`src/rtl/conv_ctrl_pkg.sv`:
```
// Package: constants and carriers for the converter control-pin block
package conv_ctrl_pkg;
  localparam int NPAIR = 3;
  localparam logic [31:0] CTRL_RESET = 32'h0000_03FF;
  localparam int STATUS_FN_BIT = 21;
  localparam int SEQ_BIT = 23;
  // Byte offsets of the bus registers
  localparam logic [7:0] OFS_CONTROL = 8'h00;
  localparam logic [7:0] OFS_STATE = 8'h04;
  localparam logic [7:0] OFS_IRQ_STATUS = 8'h08;
  localparam logic [7:0] OFS_IRQ_MASK = 8'h0C;
  localparam logic [7:0] OFS_RESULT = 8'h10;
  // Event bit positions in status and mask
  localparam int EV_DONE = 0;
  localparam int EV_EARLY_DROP = 1;
  localparam int EV_READ = 2;
  localparam int NEV = 3;
  // Conversion length in conversion clock cycles
  localparam int CONV_CYCLES = 20;
  localparam logic [1:0] RESP_OKAY = 2'b00;
  localparam logic [1:0] RESP_SLVERR = 2'b10;

  typedef struct packed {
    logic pin_or_register_config_select;
    logic interface_type_select;
    logic full_powerdown_n;
    logic select_or_frame_sync;
    logic read_n;
    logic [NPAIR-1:0] start;
  } pins_in_s;

  typedef struct packed {
    logic status_pin;
    logic data_oe;
    logic frame_start;
    logic powered;
    logic [NPAIR-1:0] partial_pd;
  } pins_out_s;
endpackage : conv_ctrl_pkg

```
`src/rtl/conv_ctrl.sv`:
```
// Conversion control pins of a three-pair sampling converter
//
// Function
// - Busy mode: status high throughout conversion
// - Sequential: status low one cycle per pair
// - Interrupt mode: high at latch, low after read
// - Parallel interface enabled only while select low
// - Serial frame starts at select falling edge
// - Data outputs driven only while read low
// - Hardware mode: start rise converts that pair
// - Hardware mode: start dropped early: pair partial power-down
// - Software: B/C start only when sequential
// - Software: A starts all, or A if sequential
// - Standby low powers down whole device
// - Reset aborts conversions, loads default control
// - Interface select: low parallel, high serial
`timescale 1ns/10ps
module conv_ctrl
  import conv_ctrl_pkg::*;
#(
  parameter int CONV_LEN = CONV_CYCLES
) (
  // Clock and reset
  input wire logic aclk,
  input wire logic aresetn,
  input wire logic reset_pin,
  // Control pins from the host
  input wire conv_ctrl_pkg::pins_in_s pins_in,
  // Pin-side outputs
  output conv_ctrl_pkg::pins_out_s pins_out,
  output logic irq,
  // AXI4-Lite slave
  input wire logic [7:0] s_awaddr,
  input wire logic s_awvalid,
  output logic s_awready,
  input wire logic [31:0] s_wdata,
  input wire logic [3:0] s_wstrb,
  input wire logic s_wvalid,
  output logic s_wready,
  output logic [1:0] s_bresp,
  output logic s_bvalid,
  input wire logic s_bready,
  input wire logic [7:0] s_araddr,
  input wire logic s_arvalid,
  output logic s_arready,
  output logic [31:0] s_rdata,
  output logic [1:0] s_rresp,
  output logic s_rvalid,
  input wire logic s_rready
);
  import conv_ctrl_pkg::*;

  typedef logic [$clog2(CONV_LEN+1)-1:0] cnt_t;

  // Pin synchronisers
  pins_in_s sync1, sync2, prev;
  logic rst1, rst2;
  always_ff @(posedge aclk) begin
    sync1 <= pins_in;
    sync2 <= sync1;
    prev <= sync2;
    rst1 <= reset_pin;
    rst2 <= rst1;
  end

  wire logic hard_rst = !aresetn || rst2;
  wire logic powered = sync2.full_powerdown_n;
  wire logic sw_mode = sync2.pin_or_register_config_select;
  wire logic serial = sync2.interface_type_select;

  logic [31:0] control_word, next_control_word;
  wire logic seq_on = control_word[SEQ_BIT];
  wire logic int_mode = control_word[STATUS_FN_BIT];

  // Conversion state per pair
  logic [NPAIR-1:0] busy, next_busy, pd, next_pd, fire;
  cnt_t cnt [NPAIR], next_cnt [NPAIR];
  logic [NPAIR-1:0] rise, done, drop;
  logic result_ready, next_result_ready;
  logic seq_pulse;

  always_comb begin
    rise = sync2.start & ~prev.start;
    fire = '0;
    if (!sw_mode) begin
      fire = rise;
    end else if (seq_on) begin
      fire = rise;
    end else if (rise[0]) begin
      fire = '1;
    end
    fire = fire & ~busy & {NPAIR{powered}};
  end

  genvar g;
  generate
    for (g = 0; g < NPAIR; g++) begin : g_pair
      always_comb begin
        next_busy[g] = busy[g];
        next_cnt[g] = cnt[g];
        next_pd[g] = pd[g];
        done[g] = 1'b0;
        drop[g] = 1'b0;
        if (fire[g]) begin
          next_busy[g] = 1'b1;
          next_cnt[g] = cnt_t'(CONV_LEN - 1);
          next_pd[g] = 1'b0;
        end else if (busy[g]) begin
          if (!sw_mode && !sync2.start[g]) begin
            drop[g] = 1'b1;
            next_busy[g] = 1'b0;
            next_pd[g] = 1'b1;
          end else if (cnt[g] == '0) begin
            done[g] = 1'b1;
            next_busy[g] = 1'b0;
          end else begin
            next_cnt[g] = cnt[g] - cnt_t'(1);
          end
        end
        if (!powered) begin
          next_busy[g] = 1'b0;
        end
      end
      always_ff @(posedge aclk) begin
        if (hard_rst) begin
          busy[g] <= 1'b0;
          cnt[g] <= '0;
          pd[g] <= 1'b0;
        end else begin
          busy[g] <= next_busy[g];
          cnt[g] <= next_cnt[g];
          pd[g] <= next_pd[g];
        end
      end
    end
  endgenerate

  // Bus side
  logic aw_hold, next_aw_hold, w_hold, next_w_hold;
  logic [7:0] aw_addr, next_aw_addr;
  logic [31:0] w_data, next_w_data;
  logic [3:0] w_strb, next_w_strb;
  logic bvalid, next_bvalid, rvalid, next_rvalid;
  logic [1:0] bresp, next_bresp, rresp, next_rresp;
  logic [31:0] rdata, next_rdata;
  logic [NEV-1:0] ev_status, next_ev_status, ev_mask, next_ev_mask;
  logic [NEV-1:0] events;
  logic result_read;
  logic status_q, next_status_q;

  function automatic logic known(input logic [7:0] a);
    known = a == OFS_CONTROL || a == OFS_STATE || a == OFS_IRQ_STATUS ||
            a == OFS_IRQ_MASK || a == OFS_RESULT;
  endfunction : known

  function automatic logic [31:0] merge(input logic [31:0] old,
      input logic [31:0] nw, input logic [3:0] st);
    for (int i = 0; i < 4; i++) begin
      if (st[i]) old[i*8 +: 8] = nw[i*8 +: 8];
    end
    merge = old;
  endfunction : merge

  wire logic wr_go = aw_hold && w_hold && !bvalid;
  wire logic rd_go = s_arvalid && !rvalid;

  always_comb begin
    next_aw_hold = aw_hold;
    next_aw_addr = aw_addr;
    next_w_hold = w_hold;
    next_w_data = w_data;
    next_w_strb = w_strb;
    next_bvalid = bvalid && !s_bready;
    next_bresp = bresp;
    next_rvalid = rvalid && !s_rready;
    next_rresp = rresp;
    next_rdata = rdata;
    next_control_word = control_word;
    next_ev_mask = ev_mask;
    next_ev_status = ev_status;
    result_read = 1'b0;
    if (s_awvalid && !aw_hold) begin
      next_aw_hold = 1'b1;
      next_aw_addr = s_awaddr;
    end
    if (s_wvalid && !w_hold) begin
      next_w_hold = 1'b1;
      next_w_data = s_wdata;
      next_w_strb = s_wstrb;
    end
    if (wr_go) begin
      next_aw_hold = 1'b0;
      next_w_hold = 1'b0;
      next_bvalid = 1'b1;
      next_bresp = known(aw_addr) ? RESP_OKAY : RESP_SLVERR;
      unique case (aw_addr)
        OFS_CONTROL: next_control_word = merge(control_word, w_data, w_strb);
        OFS_IRQ_MASK: next_ev_mask = w_data[NEV-1:0];
        OFS_IRQ_STATUS: next_ev_status = ev_status & ~w_data[NEV-1:0];
        default: ;
      endcase
    end
    if (rd_go) begin
      next_rvalid = 1'b1;
      next_rresp = known(s_araddr) ? RESP_OKAY : RESP_SLVERR;
      unique case (s_araddr)
        OFS_CONTROL: next_rdata = control_word;
        OFS_STATE: next_rdata = {24'h00_0000, result_ready, pd, busy, powered};
        OFS_IRQ_STATUS: next_rdata = {29'h0, ev_status};
        OFS_IRQ_MASK: next_rdata = {29'h0, ev_mask};
        OFS_RESULT: begin
          next_rdata = 32'h0000_0000;
          result_read = 1'b1;
        end
        default: next_rdata = 32'h0000_0000;
      endcase
    end
    // A parallel read strobe under select also counts as reading
    if (!serial && !sync2.select_or_frame_sync && prev.read_n &&
        !sync2.read_n) begin
      result_read = 1'b1;
    end
    events = {result_read, |drop, |done};
    next_ev_status = next_ev_status | events; // Set beats clear
  end

  // Result and status pin
  always_comb begin
    next_result_ready = result_ready && !result_read;
    // A fresh result beats a read in the same cycle
    if (|done && !(|(busy & ~done))) begin
      next_result_ready = 1'b1;
    end
    seq_pulse = seq_on && |done;
    if (int_mode) begin
      next_status_q = next_result_ready;
    end else begin
      next_status_q = |next_busy && !seq_pulse;
    end
  end

  logic frame_start, data_oe;
  always_ff @(posedge aclk) begin
    if (hard_rst) begin
      control_word <= CTRL_RESET;
      aw_hold <= 1'b0;
      aw_addr <= '0;
      w_hold <= 1'b0;
      w_data <= '0;
      w_strb <= '0;
      bvalid <= 1'b0;
      bresp <= RESP_OKAY;
      rvalid <= 1'b0;
      rresp <= RESP_OKAY;
      rdata <= '0;
      ev_status <= '0;
      ev_mask <= '0;
      result_ready <= 1'b0;
      status_q <= 1'b0;
      frame_start <= 1'b0;
      data_oe <= 1'b0;
      irq <= 1'b0;
    end else begin
      control_word <= next_control_word;
      aw_hold <= next_aw_hold;
      aw_addr <= next_aw_addr;
      w_hold <= next_w_hold;
      w_data <= next_w_data;
      w_strb <= next_w_strb;
      bvalid <= next_bvalid;
      bresp <= next_bresp;
      rvalid <= next_rvalid;
      rresp <= next_rresp;
      rdata <= next_rdata;
      ev_status <= next_ev_status;
      ev_mask <= next_ev_mask;
      result_ready <= next_result_ready;
      status_q <= next_status_q;
      frame_start <= serial && prev.select_or_frame_sync &&
                     !sync2.select_or_frame_sync && powered;
      data_oe <= !serial && !sync2.select_or_frame_sync &&
                 !sync2.read_n && powered;
      irq <= |(next_ev_status & next_ev_mask);
    end
  end

  assign s_awready = !aw_hold;
  assign s_wready = !w_hold;
  assign s_bvalid = bvalid;
  assign s_bresp = bresp;
  assign s_arready = !rvalid;
  assign s_rvalid = rvalid;
  assign s_rresp = rresp;
  assign s_rdata = rdata;
  assign pins_out = {status_q, data_oe, frame_start, powered, pd};

  // Checks
  a_busy_high: assert property (@(posedge aclk) disable iff (hard_rst)
    (!int_mode && !seq_on && |busy && $stable(control_word)) |-> status_q)
    else $error("status low during conversion");
  a_seq_pulse: assert property (@(posedge aclk) disable iff (hard_rst)
    (!int_mode && seq_on && |done && $stable(control_word)) |=> !status_q)
    else $error("no sequential low pulse");
  a_int_clear: assert property (@(posedge aclk) disable iff (hard_rst)
    (int_mode && result_read && !(|done)) |=> !status_q)
    else $error("interrupt not cleared on read");
  a_par_gate: assert property (@(posedge aclk) disable iff (hard_rst)
    $past(sync2.select_or_frame_sync) |-> !data_oe)
    else $error("data driven with select high");
  a_read_gate: assert property (@(posedge aclk) disable iff (hard_rst)
    $past(sync2.read_n) |-> !data_oe)
    else $error("data driven with read high");
  a_frame_edge: assert property (@(posedge aclk) disable iff (hard_rst)
    frame_start |-> $past(serial) && !$past(sync2.select_or_frame_sync))
    else $error("frame start without falling select");
  a_early_drop: assert property (@(posedge aclk) disable iff (hard_rst)
    |drop && powered |=> |pd)
    else $error("no partial power-down on early drop");
  a_standby_idle: assert property (@(posedge aclk) disable iff (hard_rst)
    !powered |=> busy == '0)
    else $error("converting in standby");
  a_hw_start: assert property (@(posedge aclk) disable iff (hard_rst)
    (!sw_mode && fire[0]) |=> busy[0] || pd[0])
    else $error("pair A did not start");
  a_no_restart: assert property (@(posedge aclk) disable iff (hard_rst)
    busy[0] && cnt[0] != '0 && sync2.start[0] |=> cnt[0] == $past(cnt[0]) - 1
      || !busy[0])
    else $error("restart while busy");
  a_sw_all: assert property (@(posedge aclk) disable iff (hard_rst)
    (sw_mode && !seq_on && fire[0]) |-> fire == '1 || busy != '0)
    else $error("software start did not start all");
  a_sw_bc: assert property (@(posedge aclk) disable iff (hard_rst)
    (sw_mode && !seq_on && !rise[0]) |-> fire == '0)
    else $error("B or C start outside sequential mode");
endmodule : conv_ctrl

```
`config.mk`:
```
export PLATFORM = sky130hd
export DESIGN_NAME = conv_ctrl
export DESIGN_NICKNAME = d
export VERILOG_FILES = /design/src/rtl/conv_ctrl_pkg.sv /design/src/rtl/conv_ctrl.sv
export SDC_FILE = /design/constraint.sdc
export NUM_CORES = 1
export LEC_CHECK = 0
export BUFFER_PORTS_ARGS = -buffer_cell sky130_fd_sc_hd__buf_2
export CORE_ASPECT_RATIO = 2
export CORE_MARGIN = 2
export CORE_UTILIZATION = 59
export DETAILED_ROUTE_END_ITERATION = 10
export PLACE_DENSITY_LB_ADDON = 0.3
export SLEW_MARGIN = 20
export SYNTH_ARGS = -nofsm -noshare
export SYNTH_HDL_FRONTEND = slang
export SYNTH_SLANG_ARGS = --single-unit
```
`constraint.sdc`:
```
create_clock -name aclk -period 6.5 [get_ports aclk]
set_input_delay 0.325 -clock aclk [delete_from_list [all_inputs] [get_ports aclk]]
set_output_delay 0.325 -clock aclk [all_outputs]
set_load 0.01 [all_outputs]
```
# ---- After elaboration in Yosys (flattened, before gate mapping)
# Memory sizes are Yosys's and may differ from the RTL's.
# Cells that the tools add are included.
dict set report word_totals {
  regBits 156
  mem_bits_rw 15
  input_bits 68
  out_inout_bits 49
  wordCells 210
  mem_count 1
}
dict set report classes {
  n_addsub 3
  eq_ne 8
  n_mux 71
  bitwise_logic 14
  reduce_logical 69
}
# memory words width rd rd_ports_with_merged_regs write_ports line
set memory_table {}
lappend memory_table {cnt 3 5 3 0 3 conv_ctrl.sv:77} ;# cnt_t cnt [NPAIR], next_cnt [NPAIR];
# cell n
set op_table {}
lappend op_table {{case mux 32 bit (4 select lines)} 1}
lappend op_table {{two-way mux 5 bit} 15}
lappend op_table {{two-way mux 1 bit} 46}
lappend op_table {{== test 8 x 4 -> 1 bit (second input constant)} 4}
lappend op_table {{logical AND 1 bit} 22}
lappend op_table {{two-way mux 3 bit} 7}
lappend op_table {{bitwise AND 3 bit} 6}
lappend op_table {{logical NOT 1 bit} 17}
lappend op_table {{== test 8 x 3 -> 1 bit (second input constant)} 2}
lappend op_table {{== test 8 x 5 -> 1 bit (second input constant)} 2}
lappend op_table {{logical NOT 8 bit} 2}
lappend op_table {{logical NOT 5 bit} 3}
lappend op_table {{OR reduction 3 bit} 5}
lappend op_table {{subtractor 5 x 1 -> 5 bit (second input constant)} 3}
lappend op_table {{inverter 3 bit} 4}
lappend op_table {{AND reduction 3 bit} 4}
lappend op_table {{logical OR 1 bit} 9}
lappend op_table {{OR reduction 2 bit} 4}
lappend op_table {{AND reduction 2 bit} 3}
lappend op_table {{two-way mux 2 bit} 2}
lappend op_table {{OR 1 bit} 3}
lappend op_table {{OR 3 bit} 1}

# ---- Longest topological paths before layout
dict set report depth {
  ltp_word 15
  ltp_mapped 8
  depth_no_buf 7
}

# ---- Least setup slack after synthesis
# No wires, ideal clock.
dict set report synth_path {
  path_type {reg2reg}
  start {register aw_addr[1]}
  end {register irq}
  arrival_ns 1.914
  setup_slack_ns 4.452
  stages_incl_launch_ff 7
  path_buffers 1
  synth_period_minus_slack_ns 2.048
  path_cell_list {dfxtp_1 > or4_4 > buf_6 > or4_4 > a211oi_2 > o22a_1 > o22ai_1}
}
dict set report synth_between {
  elab_chain_len 6
}
# element line
set synth_lines {}
lappend synth_lines {{start: declaration} conv_ctrl.sv:140} ;# logic [7:0] aw_addr, next_aw_addr;
lappend synth_lines {{start signal: assignment} conv_ctrl.sv:266} ;# aw_addr <= next_aw_addr;
lappend synth_lines {{== test 8 x 4 -> 1 bit} conv_ctrl.sv:196} ;# unique case (aw_addr)
lappend synth_lines {{two-way mux 3 bit} conv_ctrl.sv:196}
lappend synth_lines {{two-way mux 3 bit} conv_ctrl.sv:191} ;# if (wr_go) begin
lappend synth_lines {{OR 3 bit} conv_ctrl.sv:224} ;# next_ev_status = next_ev_status | events;
lappend synth_lines {{bitwise AND 3 bit (*)} conv_ctrl.sv:283} ;# irq <= |(next_ev_status & next_ev_mask);
lappend synth_lines {{OR reduction 3 bit (*)} conv_ctrl.sv:283}
lappend synth_lines {{end signal: assignment} conv_ctrl.sv:283}
lappend synth_lines {{end: declaration} conv_ctrl.sv:31} ;# output logic irq,
# Every way passes the cells marked *; elsewhere a longest branch is shown, timed or not.
# A chain may end at the register's enable or synchronous reset.

# ---- Worst setup path in the final report
dict set report layout_path {
  start {register rvalid (netlist: s_rvalid)}
  end {register rdata[29] (netlist: s_rdata[29])}
}
dict set report layout_between {
  elab_chain_len 2
}
# element line
set layout_lines {}
lappend layout_lines {{start: declaration} conv_ctrl.sv:143} ;# logic bvalid, next_bvalid, rvalid, next_rvalid;
lappend layout_lines {{start signal: assignment} conv_ctrl.sv:272} ;# rvalid <= next_rvalid;
lappend layout_lines {{logical NOT 1 bit} conv_ctrl.sv:165} ;# wire logic rd_go = s_arvalid && !rvalid;
lappend layout_lines {{logical AND 1 bit} conv_ctrl.sv:165}
lappend layout_lines {{end signal: assignment} conv_ctrl.sv:274} ;# rdata <= next_rdata;
lappend layout_lines {{end: declaration} conv_ctrl.sv:145} ;# logic [31:0] rdata, next_rdata;
# Every way passes these cells.

==> flow_summary.ini <==
[finish]
layout_common_cells = dfxtp_1, nand2_1, buf_2
post-route-cell-area_sq_um = 7410
finalNetCount = 863
layout_commonest_cell = dfxtp_1
layout-area-overhead-vs-synth_pct = 19.8
n_antenna_cell = 0
drive_gt1_share_pct = 22.0

[timing]
finalHoldViolCount = 0
fmax_mhz = 418
grt_setup_unrepaired = no
tightest_slew_ns = 0.896
setup_viol_count_final = 0
slew_viol_final = 0
finalCritPeriodShare_pct = 36.8
fin_skew_ns = 0.0108
relSlewSlack_pct = 40.2
setup-tns-final_ns = 0
worst_hold_slack_ns = 0.0120
fin_crit_ns = 2.39

[logic_synthesis]
syn_inst = 689
synth_top_area_share_pct = 54.7
synth-seq-cells = 169
yosys.area.top_type = dfxtp_1
synth_seq_area_share_pct = 54.7
yosysWarnings = 0
synth_flop_cell = dfxtp_1
netlist_area_sq_um = 6180
ys_types = 49
synth_edf_count = 0
synth-async-reset-ratio_pct = 0
synthTopCellsByArea = dfxtp_1, nand2_1, a21oi_1
syn_avg_cell_area_sq_um = 8.98

[power_and_ir_drop]
power_leakage_nw = 2.94
p_per_area_nw_per_um2 = 285
fin_total_pwr_mw = 2.11
ir_drop_mv = 0.276

[routing]
avgViaCountPerCell = 5.74
first_iter_violations = 300
wl_mm = 15.4
wire_per_inst_microns = 16.4
vias = 5395
antenna_left = 0
drc = 0
dr.pass1.iters = 5

[outcome]
outcome = finished, final reports clean

[worst_hold_path]
hold_class = in2reg

[clocking]
cts_buffers = 17
post_cts_resized = 0
ctsHtreeMaxLevel = 4
clockBufferDepth = 2
clock-root-buffer = clkbuf_16
clkLatencyLatePin_ns = 0.42
numClockSinks = 169
cts.clk_slew.worst_paths_ns = 0.06
cts_tree = yes

[die]
io_pins = 117
die_w_microns = 76.4
dieArea_sq_um = 11400
fp-row-count = 52
core_area_sq_um = 10100
die_h_microns = 149
start_util_pct = 60.9

[place]
place_area_sq_um = 6780
portBuffers = 114
routabilityCongestion = 0.925
hpwl_mm = 10.9

[setup_path]
start_kind = register
crit_type = reg2reg
cp-end-kind = register
critPathMaxStageDelay_ns = 0.52
cp.arrival_ns = 2.74
cp_slowest_cell = or4_1
cp_max_fo = 24
worst_ep_required_time_ns = 6.85
cp_cell_sequence = nand2b_1 > buf_4 > or4_1 > nor3_2 > buf_4 > a22oi_1 > nor2_1
path_common_cell = buf_4

[global_routing]
grt_overflow = 0
grt_usage_pct = 27.6
grt_pass1_vias = 5315
antenna_found_initial = 0
grt_pass1_wl_mm = 24.9
grt_max_degree = 122

[job]
maxCapViolations = 0
## final timing paths
path	endpoint	cells after the start	startpoint	slack (ns)
worst max-delay path	s_rdata[29]	7	s_rvalid	4.11
worst min-delay path	rst1	1	reset_pin	0.01
worst max register to register	s_rdata[29]	7	s_rvalid	4.11
worst min register to register	sync2[4]	0	sync1[4]	0.33
## cells by family after synthesis
family | Yosys count | synth area share, %
buf+inv | 61 | 4.37
flops | 169 | 54.7
simple gates | 297 | 22.6
xor+xnor | 7 | 0.991
compound gates | 132 | 12.9
other cells | 1 | 0.0606
fa+ha+maj | 3 | 0.607
mux | 19 | 3.78
## registers in the layout, indices dropped and copies added, names as in the netlist, 5 cells and up
register      count
control_word     32
aw_addr           8
s_rdata          32
cnt              15
w_data           32
sync1             8
prev              5
sync2             5
## cells in the mapped netlist, drive strengths merged (5+ instances only)
cell    instances
nor4            7
mux2            5
buf            17
a21oi          68
or4             6
a211oi          5
nand3          44
nor3           11
xor2            6
clkbuf         29
nor2b           7
dfxtp         169
mux2i          11
nor2           74
a22oi          32
nand2b         10
inv            15
nand2         123
o21ai          13
## critical path: cells and delay by family, from the launching register on
| kind | cells | cell delay (ns) |
|---|---|---|
| simple gates | 4 | 1.20 |
| buf+inv | 2 | 0.66 |
| flops | 1 | 0.33 |
| compound gates | 1 | 0.13 |
## routing by layer
| layer | up-vias | GRT usage (%) | share of wire (%) |
|---|---|---|---|
| li1 | 2561 | - | - |
| met1 | 2559 | 27.3 | 35 |
| met2 | 222 | 51.9 | 55 |
| met3 | 53 | 6.11 | 5.3 |
| met4 | 0 | 16.3 | 4.8 |
| met5 | - | 0 | 0 |
## layout make-up
cell class,count,area [sq um]
clock inverters,13,95.1
fillers,773,2740
flip-flops and latches,169,3380
repair buffers,129,707
clock buffers,19,453
multi-input cells,460,2540
well taps,135,169
inverters,15,56.3
## per-stage QoR
step	worst slack, ns	utilization [%]	cells
floorplan	4.45	-	690
global placement	4.22	66.8	900
detailed placement	4.17	66.8	900
CTS	4.11	73.0	940
global route	3.89	73.0	940
finish	4.11	73.0	940
## where the power goes
group / switching, mW / leakage, nW / internal, mW / total (mW)
Clock: 0.413 / 0.266 / 0.511 / 0.924
Combinational: 0.0647 / 1.29 / 0.0466 / 0.111
Sequential: 0.0169 / 1.37 / 1.06 / 1.07
## timing repair
action	in CTS	in global routing
hold buffers	8	0
buffers inserted	0	0
endpoints found under the setup margin	0	0
hold endpoints to repair	8	0
Note: power is estimated with default switching activity, not from simulation.
